==> src/core/bcc_defs.svh <==
// Constants for the battery capacity counter core
// Function
// - Charge raises capacity; discharge lowers and tallies
// - Capacity capped at learned full, floored zero
// - Valid charge after first empty clears capacity
// - Any reset loads learned full from design
// - Self-discharge tallies only while capacity nonzero
// - Tally clears at full, saturates at maximum
// - Qualified discharge tally becomes learned full
// - Keep flag showing discharge still qualifies
// - Learned full drops at most 256 mAh
// - Activity above dead band; valid after 10 mAh
// - Charge counts scaled by efficiency; LED on
// - Charge compensated temperature and charge level
// - Self-discharge rate doubles per ten degrees
// - Each step removes 1/256 of capacity
// - Empty voltage flags latch until valid charge
// - Empty checks suspended above heavy discharge current
// - Flag charging overvoltage above five percent
// - Reset on power-up and on soft command
// - Learned full scales relative, design scales absolute
`ifndef BCC_DEFS_SVH
`define BCC_DEFS_SVH

// Register word addresses
`define A_CTRL 8'h00
`define A_DCAP 8'h01
`define A_FIRST_EMPTY_VOLTAGE_THRESHOLD 8'h02
`define A_EDVF 8'h03
`define A_CHGV 8'h04
`define A_DBAND 8'h05
`define A_HICUR 8'h06
`define A_SDRATE 8'h07
`define A_EFF 8'h08
`define A_STAT 8'h09
`define A_RM 8'h0A
`define A_DCR 8'h0B
`define A_FCC 8'h0C
`define A_SOC 8'h0D

// Fields
`define CTRL_LED 0
`define CTRL_SRST 1
`define STAT_FAULT 2

// Reset values
`define DCAP_RST 16'h0800
`define FIRST_EMPTY_VOLTAGE_THRESHOLD_RST 16'h0C80
`define EDVF_RST 16'h0BB8
`define CHGV_RST 16'h1068
`define DBAND_RST 16'h0010
`define HICUR_RST 16'h4000
`define SDRATE_RST 8'h00
`define EFF_RST 16'hC0F0

// Counting figures
`define MAH_UNIT 17'h01000
`define VALID_MAH 4'hA
`define LEARN_DROP 16'h0100
`define SD_LIMIT 16'h0100
`define TAL_MAX 16'hFFFF
`define PCT_FULL 23'h000064
`define QET_MID 8'h05
`define QET_HI 8'h0D
`define SD_WT_ROOM 8'h04

// Self-discharge base tick, seconds and clock rate
`define SD_TICK_S 64'h0000000000000280
`define CLK_HZ 64'h0000000007735940

`endif

==> src/core/bcc_pkg.sv <==
// Types shared by the battery capacity counter
package bcc_pkg;

  typedef enum logic [1:0] {
    CS_IDLE,
    CS_ACTIVE,
    CS_VALID
  } bcc_chg_e;

  typedef struct packed {
    logic chg_active;
    logic chg_valid;
    logic fault;
    logic discharge_qualified_flag;
    logic edvf;
    logic first_empty_voltage_threshold;
  } bcc_status_s;

endpackage

==> src/core/bcc_core.sv <==
// Battery capacity counter: charge accounting, learning, self-discharge
`timescale 1ns/1ns
`default_nettype none
`include "bcc_defs.svh"

module bcc_core #(
  parameter logic [39:0] SD_TICK_CYC = 40'(`SD_TICK_S * `CLK_HZ)
) (
  // Clock and reset
  input wire logic clk_sys_in,
  input wire logic resetn_in,
  // Measurement front end, same clock
  input wire logic sample_in,
  input wire logic signed [15:0] sense_v_in,
  input wire logic [15:0] pack_v_in,
  input wire logic signed [7:0] temp_c_in,
  // Register port
  input wire logic [7:0] addr_in,
  input wire logic [15:0] wdata_in,
  input wire logic wr_in,
  input wire logic rd_in,
  output logic [15:0] rdata_out,
  // Status
  output logic led_on_out,
  output logic [7:0] rel_soc_out,
  output logic [7:0] abs_soc_out,
  output bcc_pkg::bcc_status_s status_out
);

  ////////////////////////////////////////////////////////////////////
  // Declarations

  logic led_en_r;
  logic [15:0] dcap_r;
  logic [15:0] first_empty_voltage_threshold_v_r;
  logic [15:0] edvf_v_r;
  logic [15:0] chgv_r;
  logic [15:0] dband_r;
  logic [15:0] hicur_r;
  logic [7:0] sdrate_r;
  logic [15:0] eff_r;
  logic [15:0] rm_r;
  logic [15:0] dcr_r;
  logic [15:0] fcc_r;
  logic [15:0] sdt_r;
  logic [16:0] acc_r;
  logic [3:0] act_r;
  logic [39:0] pre_r;
  logic [7:0] ivl_r;
  logic first_empty_voltage_threshold_f_r;
  logic edvf_f_r;
  logic vdq_r;
  logic fault_r;
  logic hi_r;
  logic [7:0] rel_r;
  logic [7:0] abs_r;
  logic [15:0] rdata_r;
  bcc_pkg::bcc_chg_e cs_r;
  bcc_pkg::bcc_chg_e cs_nxt;

  ////////////////////////////////////////////////////////////////////
  // Register decode

  wire wr_ctrl = wr_in && (addr_in == `A_CTRL);
  wire wr_stat = wr_in && (addr_in == `A_STAT);
  wire srst = wr_ctrl && wdata_in[`CTRL_SRST];

  always_ff @(posedge clk_sys_in) begin
    if (!resetn_in) begin
      led_en_r <= 1'b0;
      dcap_r <= `DCAP_RST;
      first_empty_voltage_threshold_v_r <= `FIRST_EMPTY_VOLTAGE_THRESHOLD_RST;
      edvf_v_r <= `EDVF_RST;
      chgv_r <= `CHGV_RST;
      dband_r <= `DBAND_RST;
      hicur_r <= `HICUR_RST;
      sdrate_r <= `SDRATE_RST;
      eff_r <= `EFF_RST;
    end else if (wr_in) begin
      case (addr_in)
        `A_CTRL: led_en_r <= wdata_in[`CTRL_LED];
        `A_DCAP: dcap_r <= wdata_in;
        `A_FIRST_EMPTY_VOLTAGE_THRESHOLD: first_empty_voltage_threshold_v_r <= wdata_in;
        `A_EDVF: edvf_v_r <= wdata_in;
        `A_CHGV: chgv_r <= wdata_in;
        `A_DBAND: dband_r <= wdata_in;
        `A_HICUR: hicur_r <= wdata_in;
        `A_SDRATE: sdrate_r <= wdata_in[7:0];
        `A_EFF: eff_r <= wdata_in;
        default: ;
      endcase
    end
  end

  ////////////////////////////////////////////////////////////////////
  // Sense classification

  wire signed [16:0] sv17 = {sense_v_in[15], sense_v_in};
  wire signed [16:0] db17 = $signed({1'b0, dband_r});
  wire chg = sv17 > db17;
  wire dsg = sv17 < -db17;
  wire [15:0] abs_v = sense_v_in[15] ? 16'(-sense_v_in) : sense_v_in;

  // Efficiency: trickle figure near full, less for heat
  wire [15:0] near_full = fcc_r - {4'h0, fcc_r[15:4]};
  wire [7:0] eff_sel = (rm_r >= near_full) ? eff_r[15:8] : eff_r[7:0];
  wire [7:0] qet = (temp_c_in >= 8'sd40) ? `QET_HI :
                   (temp_c_in >= 8'sd30) ? `QET_MID : 8'h00;
  wire [7:0] eff_adj = (eff_sel > qet) ? eff_sel - qet : 8'h00;
  wire [23:0] chg_prod = abs_v * eff_adj;
  wire [15:0] add_v = chg ? chg_prod[23:8] : (dsg ? abs_v : 16'h0000);

  // One count per sample at most; a sample worth two units carries over
  wire [16:0] acc_sum = acc_r + {1'b0, add_v};
  wire unit_hit = acc_sum >= `MAH_UNIT;
  wire chg_cnt = sample_in && chg && unit_hit;
  wire dsg_cnt = sample_in && dsg && unit_hit;
  wire [16:0] acc_nxt = !sample_in ? acc_r :
                        !(chg || dsg) ? 17'h00000 :
                        unit_hit ? acc_sum - `MAH_UNIT : acc_sum;

  always_ff @(posedge clk_sys_in) begin
    if (!resetn_in || srst) acc_r <= 17'h00000;
    else acc_r <= acc_nxt;
  end

  ////////////////////////////////////////////////////////////////////
  // Charge qualification

  wire act_done = (act_r == `VALID_MAH) && chg_cnt;
  wire valid_evt = (cs_r == bcc_pkg::CS_ACTIVE) && act_done;
  wire chg_end = sample_in && !chg;

  always_comb begin
    cs_nxt = cs_r;
    case (cs_r)
      bcc_pkg::CS_IDLE: if (sample_in && chg) cs_nxt = bcc_pkg::CS_ACTIVE;
      bcc_pkg::CS_ACTIVE: begin
        if (chg_end) cs_nxt = bcc_pkg::CS_IDLE;
        else if (act_done) cs_nxt = bcc_pkg::CS_VALID;
      end
      bcc_pkg::CS_VALID: if (chg_end) cs_nxt = bcc_pkg::CS_IDLE;
      default: cs_nxt = bcc_pkg::CS_IDLE;
    endcase
  end

  always_ff @(posedge clk_sys_in) begin
    if (!resetn_in || srst) begin
      cs_r <= bcc_pkg::CS_IDLE;
      act_r <= 4'h0;
    end else begin
      cs_r <= cs_nxt;
      if (cs_nxt == bcc_pkg::CS_IDLE) act_r <= 4'h0;
      else if (chg_cnt && act_r != `VALID_MAH) act_r <= act_r + 4'h1;
    end
  end

  ////////////////////////////////////////////////////////////////////
  // Self-discharge timebase

  // Weight four at room temperature; tick when weighted sum hits four times base
  wire [7:0] wt = (temp_c_in < 8'sd10) ? 8'h01 :
                  (temp_c_in < 8'sd20) ? 8'h02 :
                  (temp_c_in < 8'sd30) ? `SD_WT_ROOM :
                  (temp_c_in < 8'sd40) ? 8'h08 :
                  (temp_c_in < 8'sd50) ? 8'h10 :
                  (temp_c_in < 8'sd60) ? 8'h20 :
                  (temp_c_in < 8'sd70) ? 8'h40 : 8'h80;
  wire [41:0] sd_thr = {SD_TICK_CYC, 2'b00};
  wire [41:0] pre_sum = {2'b00, pre_r} + {34'h0, wt};
  wire sd_tick = pre_sum >= sd_thr;
  wire sd_on = sdrate_r != 8'h00;
  wire sd_step = sd_tick && sd_on && (ivl_r == 8'hFF);

  always_ff @(posedge clk_sys_in) begin
    if (!resetn_in || srst) begin
      pre_r <= 40'h0000000000;
      ivl_r <= 8'h00;
    end else begin
      pre_r <= sd_tick ? 40'h0000000000 : pre_sum[39:0];
      if (!sd_on) ivl_r <= 8'h00;
      else if (sd_step) ivl_r <= sdrate_r;
      else if (sd_tick) ivl_r <= ivl_r + 8'h01;
    end
  end

  wire [15:0] sd_amt = sd_step ? {8'h00, rm_r[15:8]} : 16'h0000;

  ////////////////////////////////////////////////////////////////////
  // Capacity counters

  wire [18:0] rm_sum = {3'b000, rm_r} + {18'h0, chg_cnt}
                     - {18'h0, dsg_cnt} - {3'b000, sd_amt};
  wire [15:0] rm_clamp = rm_sum[18] ? 16'h0000 :
                         (rm_sum[17:0] > {2'b00, fcc_r}) ? fcc_r :
                         rm_sum[15:0];
  wire full = rm_r == fcc_r;
  wire [15:0] sd_tal = (rm_r != 16'h0000) ? sd_amt : 16'h0000;
  wire [17:0] dcr_sum = {2'b00, dcr_r} + {17'h0, dsg_cnt} + {2'b00, sd_tal};
  wire [15:0] dcr_nxt = full ? 16'h0000 :
                        dcr_sum[17:16] != 2'b00 ? `TAL_MAX : dcr_sum[15:0];
  wire [16:0] sdt_sum = {1'b0, sdt_r} + {1'b0, sd_amt};

  wire drop_big = ({1'b0, dcr_r} + {1'b0, `LEARN_DROP}) < {1'b0, fcc_r};
  wire [15:0] learn_v = drop_big ? fcc_r - `LEARN_DROP : dcr_r;
  wire learn = valid_evt && first_empty_voltage_threshold_f_r && vdq_r;

  always_ff @(posedge clk_sys_in) begin
    if (!resetn_in) rm_r <= 16'h0000;
    else if (srst || (valid_evt && first_empty_voltage_threshold_f_r)) rm_r <= 16'h0000;
    else rm_r <= rm_clamp;
  end

  always_ff @(posedge clk_sys_in) begin
    if (!resetn_in || srst) dcr_r <= 16'h0000;
    else dcr_r <= dcr_nxt;
  end

  always_ff @(posedge clk_sys_in) begin
    if (!resetn_in) fcc_r <= `DCAP_RST;
    else if (srst) fcc_r <= dcap_r;
    else if (learn) fcc_r <= learn_v;
  end

  always_ff @(posedge clk_sys_in) begin
    if (!resetn_in || srst || full) sdt_r <= 16'h0000;
    else sdt_r <= sdt_sum[16] ? `TAL_MAX : sdt_sum[15:0];
  end

  ////////////////////////////////////////////////////////////////////
  // Voltage flags and qualification

  // The present sample counts too, so the first heavy sample cannot latch a flag
  wire hi_now = sample_in && dsg && (abs_v > hicur_r);
  wire edv_ok = !hi_r && !hi_now;
  wire first_empty_voltage_threshold_set = edv_ok && (pack_v_in < first_empty_voltage_threshold_v_r);
  wire edvf_set = edv_ok && (pack_v_in < edvf_v_r);
  wire [16:0] ov_lim = {1'b0, chgv_r} + {1'b0, chgv_r / 16'h0014};
  wire ov_set = (cs_r != bcc_pkg::CS_IDLE) && ({1'b0, pack_v_in} > ov_lim);
  wire cold_edv = first_empty_voltage_threshold_set && !first_empty_voltage_threshold_f_r && (temp_c_in < 8'sd0);
  wire disq = valid_evt || (sdt_r > `SD_LIMIT) || cold_edv;

  always_ff @(posedge clk_sys_in) begin
    if (!resetn_in || srst) hi_r <= 1'b0;
    else if (sample_in) hi_r <= dsg && (abs_v > hicur_r);
  end

  // Latch wins over the clearing valid charge
  always_ff @(posedge clk_sys_in) begin
    if (!resetn_in || srst) begin
      first_empty_voltage_threshold_f_r <= 1'b0;
      edvf_f_r <= 1'b0;
    end else begin
      first_empty_voltage_threshold_f_r <= first_empty_voltage_threshold_set || (first_empty_voltage_threshold_f_r && !valid_evt);
      edvf_f_r <= edvf_set || (edvf_f_r && !valid_evt);
    end
  end

  always_ff @(posedge clk_sys_in) begin
    if (!resetn_in || srst) vdq_r <= 1'b0;
    else if (full) vdq_r <= 1'b1;
    else if (disq) vdq_r <= 1'b0;
  end

  // Fault set wins over a software clear in the same cycle
  wire fault_clr = wr_stat && wdata_in[`STAT_FAULT];
  always_ff @(posedge clk_sys_in) begin
    if (!resetn_in || srst) fault_r <= 1'b0;
    else fault_r <= ov_set || (fault_r && !fault_clr);
  end

  ////////////////////////////////////////////////////////////////////
  // State of charge

  wire [22:0] rm100 = {7'h00, rm_r} * `PCT_FULL;
  wire [22:0] rel_q = rm100 / {7'h00, fcc_r};
  wire [22:0] abs_q = rm100 / {7'h00, dcap_r};

  always_ff @(posedge clk_sys_in) begin
    if (!resetn_in) begin
      rel_r <= 8'h00;
      abs_r <= 8'h00;
    end else begin
      rel_r <= (fcc_r == 16'h0000) ? 8'h00 : rel_q[7:0];
      abs_r <= (dcap_r == 16'h0000) ? 8'h00 :
               (abs_q > `PCT_FULL) ? 8'h64 : abs_q[7:0];
    end
  end

  ////////////////////////////////////////////////////////////////////
  // Read port

  bcc_pkg::bcc_status_s st;
  assign st = '{chg_active: cs_r != bcc_pkg::CS_IDLE,
                chg_valid: cs_r == bcc_pkg::CS_VALID,
                fault: fault_r, discharge_qualified_flag: vdq_r, edvf: edvf_f_r, first_empty_voltage_threshold: first_empty_voltage_threshold_f_r};

  wire [15:0] rd_mux =
    (addr_in == `A_CTRL) ? {15'h0000, led_en_r} :
    (addr_in == `A_DCAP) ? dcap_r :
    (addr_in == `A_FIRST_EMPTY_VOLTAGE_THRESHOLD) ? first_empty_voltage_threshold_v_r :
    (addr_in == `A_EDVF) ? edvf_v_r :
    (addr_in == `A_CHGV) ? chgv_r :
    (addr_in == `A_DBAND) ? dband_r :
    (addr_in == `A_HICUR) ? hicur_r :
    (addr_in == `A_SDRATE) ? {8'h00, sdrate_r} :
    (addr_in == `A_EFF) ? eff_r :
    (addr_in == `A_STAT) ? {10'h000, st} :
    (addr_in == `A_RM) ? rm_r :
    (addr_in == `A_DCR) ? dcr_r :
    (addr_in == `A_FCC) ? fcc_r :
    (addr_in == `A_SOC) ? {abs_r, rel_r} : 16'h0000;

  always_ff @(posedge clk_sys_in) begin
    if (!resetn_in) rdata_r <= 16'h0000;
    else rdata_r <= rd_in ? rd_mux : 16'h0000;
  end

  assign rdata_out = rdata_r;
  assign rel_soc_out = rel_r;
  assign abs_soc_out = abs_r;
  assign status_out = st;
  assign led_on_out = led_en_r && (cs_r != bcc_pkg::CS_IDLE);
endmodule // bcc_core

`default_nettype wire

==> config.mk <==
export PLATFORM = sky130hd
export DESIGN_NAME = bcc_core
export DESIGN_NICKNAME = d
export VERILOG_FILES = /design/src/core/bcc_pkg.sv /design/src/core/bcc_core.sv
export VERILOG_INCLUDE_DIRS = /design/src /design/src/core
export SDC_FILE = /design/constraint.sdc
export NUM_CORES = 2
export LEC_CHECK = 0
export ABC_AREA = 1
export CORE_ASPECT_RATIO = 0.7
export CORE_MARGIN = 5
export CORE_UTILIZATION = 30
export CTS_BUF_LIST = sky130_fd_sc_hd__clkbuf_2 sky130_fd_sc_hd__clkbuf_4 sky130_fd_sc_hd__clkbuf_8
export DETAILED_ROUTE_END_ITERATION = 10
export DONT_BUFFER_PORTS = 1
export GPL_ROUTABILITY_DRIVEN = 0
export PLACE_DENSITY_LB_ADDON = 0.15
export RECOVER_POWER = 100
export SETUP_SLACK_MARGIN = 0.05
export SLEW_MARGIN = 10
export SYNTH_ARGS = -nofsm -noshare
export SYNTH_HDL_FRONTEND = slang
export SYNTH_SLANG_ARGS = --single-unit
==> constraint.sdc <==
create_clock -name clk_sys_in -period 83.3 [get_ports clk_sys_in]
set_input_delay 8.33 -clock clk_sys_in [delete_from_list [all_inputs] [get_ports clk_sys_in]]
set_output_delay 8.33 -clock clk_sys_in [all_outputs]
set_load 0.05 [all_outputs]
==> metrics.md <==
| Metric | Value |
|---|---|
| Run status | complete, but fails checks |
| Failing checks | capacitance limit, slew limit |
| Nets | about 11k |
| Initial core utilization | 0.3007 |
| Primary FF master, synth | dfxtp_1 |
| H-tree levels | 2 |
| Register bit total from synthesis | 293 |
| Clock Path Buffers | 3 |
| Site row count | 142 |
| Post-synth EDFFs | 0 |
| Worst hold-check path type | reg2reg |
| Post-CTS Resized | 0 |
| Max Fclk | 0.01470 GHz |
| Worst r2r dst | abs_soc_out[4] |
| Share of layout cells above drive strength 1 | 0.08428 |
| Die Y | 396.7 um |
| Post-Place Cell Area | 66790 um^2 |
| Worst slew margin | -0.3560 |
| Final Hold Fails | 0 |
| Most flops, register | pre_r |
| Place WS | about 18 ns |
| CTS sink cnt | around 290 |
| Tcrit/Tclk final | 0.8168 |
| Adder-cell area share of the yosys netlist | 0.1977 |
| Seq/Total Area, Yosys | 0.09151 |
| I/O Pins | 108 |
| Total negative setup slack | 0 ns |
| Vias per inst | 5.108 |
| Vias in the first global route | 60.06k |
| Post-DRT Antenna Nets | 0 |
| Setup ws final | roughly 15 ns |
| CP endpoint | abs_soc_out[4] |
| Syn Inst Count | just over 10k |
| Synth top area cells | ha_1, nand2_1, dfxtp_1 |
| Clock-pin slew on the worst setup and hold paths | 0.08 ns |
| CP Data Arrival Time | 68.58 ns |
| FFs w/ async S/R, synth | 0 |
| Worst path most repeated cell | nand2_1 |
| 1st-pass router iterations | 6 |
| CP endpoint kind | register |
| Gr usage total | 0.2065 |
| Die Area | 223200 um^2 |
| Largest register FFs | 40 |
| Worst setup path startpoint | rm_r[8] |
| Max-cap viol count | 1 |
| Most frequent cells after synthesis | nand2_1, inv_1, nor2_1 |
| Root buffer cell | clkbuf_8 |
| Vias | approximately 66k |
| Total Wirelength | 240.1 mm |
| Detailed Place HPWL | 193.6 mm |
| Reg2reg path depth | 327 |
| Setup repair after global routing missed its margin | no |
| Main combinational cell family by area after synthesis | simple AND/OR/NAND/NOR gates |
| Setup crit start kind | register |
| Clk_lat worst skew | 0.68 ns |
| Area Growth Syn to Fin | 5.772% |
| Mapped Area | ~64000 um^2 |
| Critical path data required time | about 84 ns |
| Initial antenna violation count | 11 |
| Final setup fails | 0 |
| Average routed wire per standard cell | 18.64 um |
| Die span in x | 562.5 um |
| Max incr delay on CP | 0.91 ns |
| Setup Crit Path Kind | reg2reg |
| Global-route wire length before repair | between 300 and 400 mm |
| Cell taking the most area after synthesis | ha_1 |
| Worst reg2reg path startpoint | rm_r[8] |
| Hold path startpoint | hi_r |
| Simple-Gate Fraction of Synth Area | 0.3233 |
| Core area | approximately 210000 um^2 |
| Worst Tran Pin Value | 2.034 ns |
| Clock buffer count from CTS | 47 |
| Largest net degree at the start of global routing | 126 |
| Count leader, synth | nand2_1 |
| Syn_area_per_cell | ~6.3 um^2 |
| Post-route cell area | slightly below 70000 um^2 |
| Crit. path cell count | 327 |
| GRT overflow | 0 |
| Post-CTS setup buffer count | 0 |
| Synth warnings | 0 |
| CTS tree | built |
| Buffers & Inverters on Critical Path | 42 |
| Input/output buffers | 0 |
| Compound-gate portion of the synthesized area | 0.1855 |
| Top cell type's share of synthesized area | 0.1649 |
| Slew Limit Fails | 40 |
| Slowest cell on the critical path | nand2_1 |
| FF-to-FF setup slack | 15.26 ns |
| Min Hold Slack | 0.4727 ns |
| Hold_buf cts | 0 |
| Xor and xnor area share after synthesis | 0.08805 |
| Largest registers | pre_r (40), acc_r (17) |
| Period minus WS final | just under 70 ns |
| Hold depth | 2 |
| CP Max Fanout | 29 |
| CP top delay family | compound AO/OA/AOI/OAI gates |
| Yosys cell types | 94 |
| Setup Skew | 0.06047 ns |
| Iter 0 DRT Violations | 5682 |
| Post-synthesis mux area share | 0.0003123 |
| # DRC | 0 |
==> area by class of cell <==
cell class,instances,area (um^2)
Sequential cell,293,5866
Clock buffer,77,984.7
Fill cell,23690,145400
Multi-Input combinational cell,8078,50910
Clock inverter,8,120.1
Timing Repair Buffer,92,649.4
Tap cell,2808,3513
Inverter,1526,5752
Antenna cell,2,5.005
==> metrics by stage <==
step / std cells / utilization
2_1_floorplan: 10100 / -
5_1_grt: 12880 / 0.3180
4_1_cts: 12880 / 0.3185
3_5_place_dp: 12800 / 0.3133
3_3_place_gp: 12800 / 0.3133
6_report: 12880 / 0.3180
==> tightest hold or removal path, cell delays in order (launching register included) <==
cell     delay (ns)
dfxtp_1        0.32
nand2_1        0.06
a21oi_1        0.05
==> logic make-up (layout without fill, tap and decap cells) <==
logic type / after synthesis / count (layout)
flip-flops: 293 / 293
buffers and inverters: 1728 / 1703
other: 1 / 4
AO/OA/AOI/OAI: 2081 / 2081
XOR/XNOR: 641 / 641
AND/OR/NAND/NOR: 4402 / 4402
multiplexers: 2 / 2
adder cells (fa/ha/maj): 950 / 950
==> layer usage <==
metal | share of wire | GRT usage | vias to the layer above
met3 | 0.069 | 0.02894 | 182
met4 | 0.014 | 0.02658 | 2
met2 | 0.38 | 0.2885 | 1774
met5 | 0.000054 | 0 | -
met1 | 0.54 | 0.3335 | 30500
li1 | - | - | 33360
==> cell usage in the layout (no fill, tap or decap), drive strengths merged, types with 51 or more instances in the layout <==
cell    count
nor4       51
xnor2     227
buf        81
nor2      968
dfxtp     293
fa        105
ha        845
a21oi     869
a31oi      54
inv      1502
o21ai     719
nand4     187
xor2      414
nor3      124
o211ai     62
nand3     579
nand2    2376
clkbuf     88
o21bai     96
==> worst min path at each step <==
stage,end,slack [ns]
2_1_floorplan,dcr_r[14],0.43
3_3_place_gp,dcr_r[14],0.45
3_5_place_dp,hi_r,0.46
4_1_cts,hi_r,0.47
5_1_grt,hi_r,0.49
6_report,hi_r,0.47
Power is left out: the tool's default activity adds up to more than one toggle a clock period on the data nets, which glitch-free logic cannot reach.
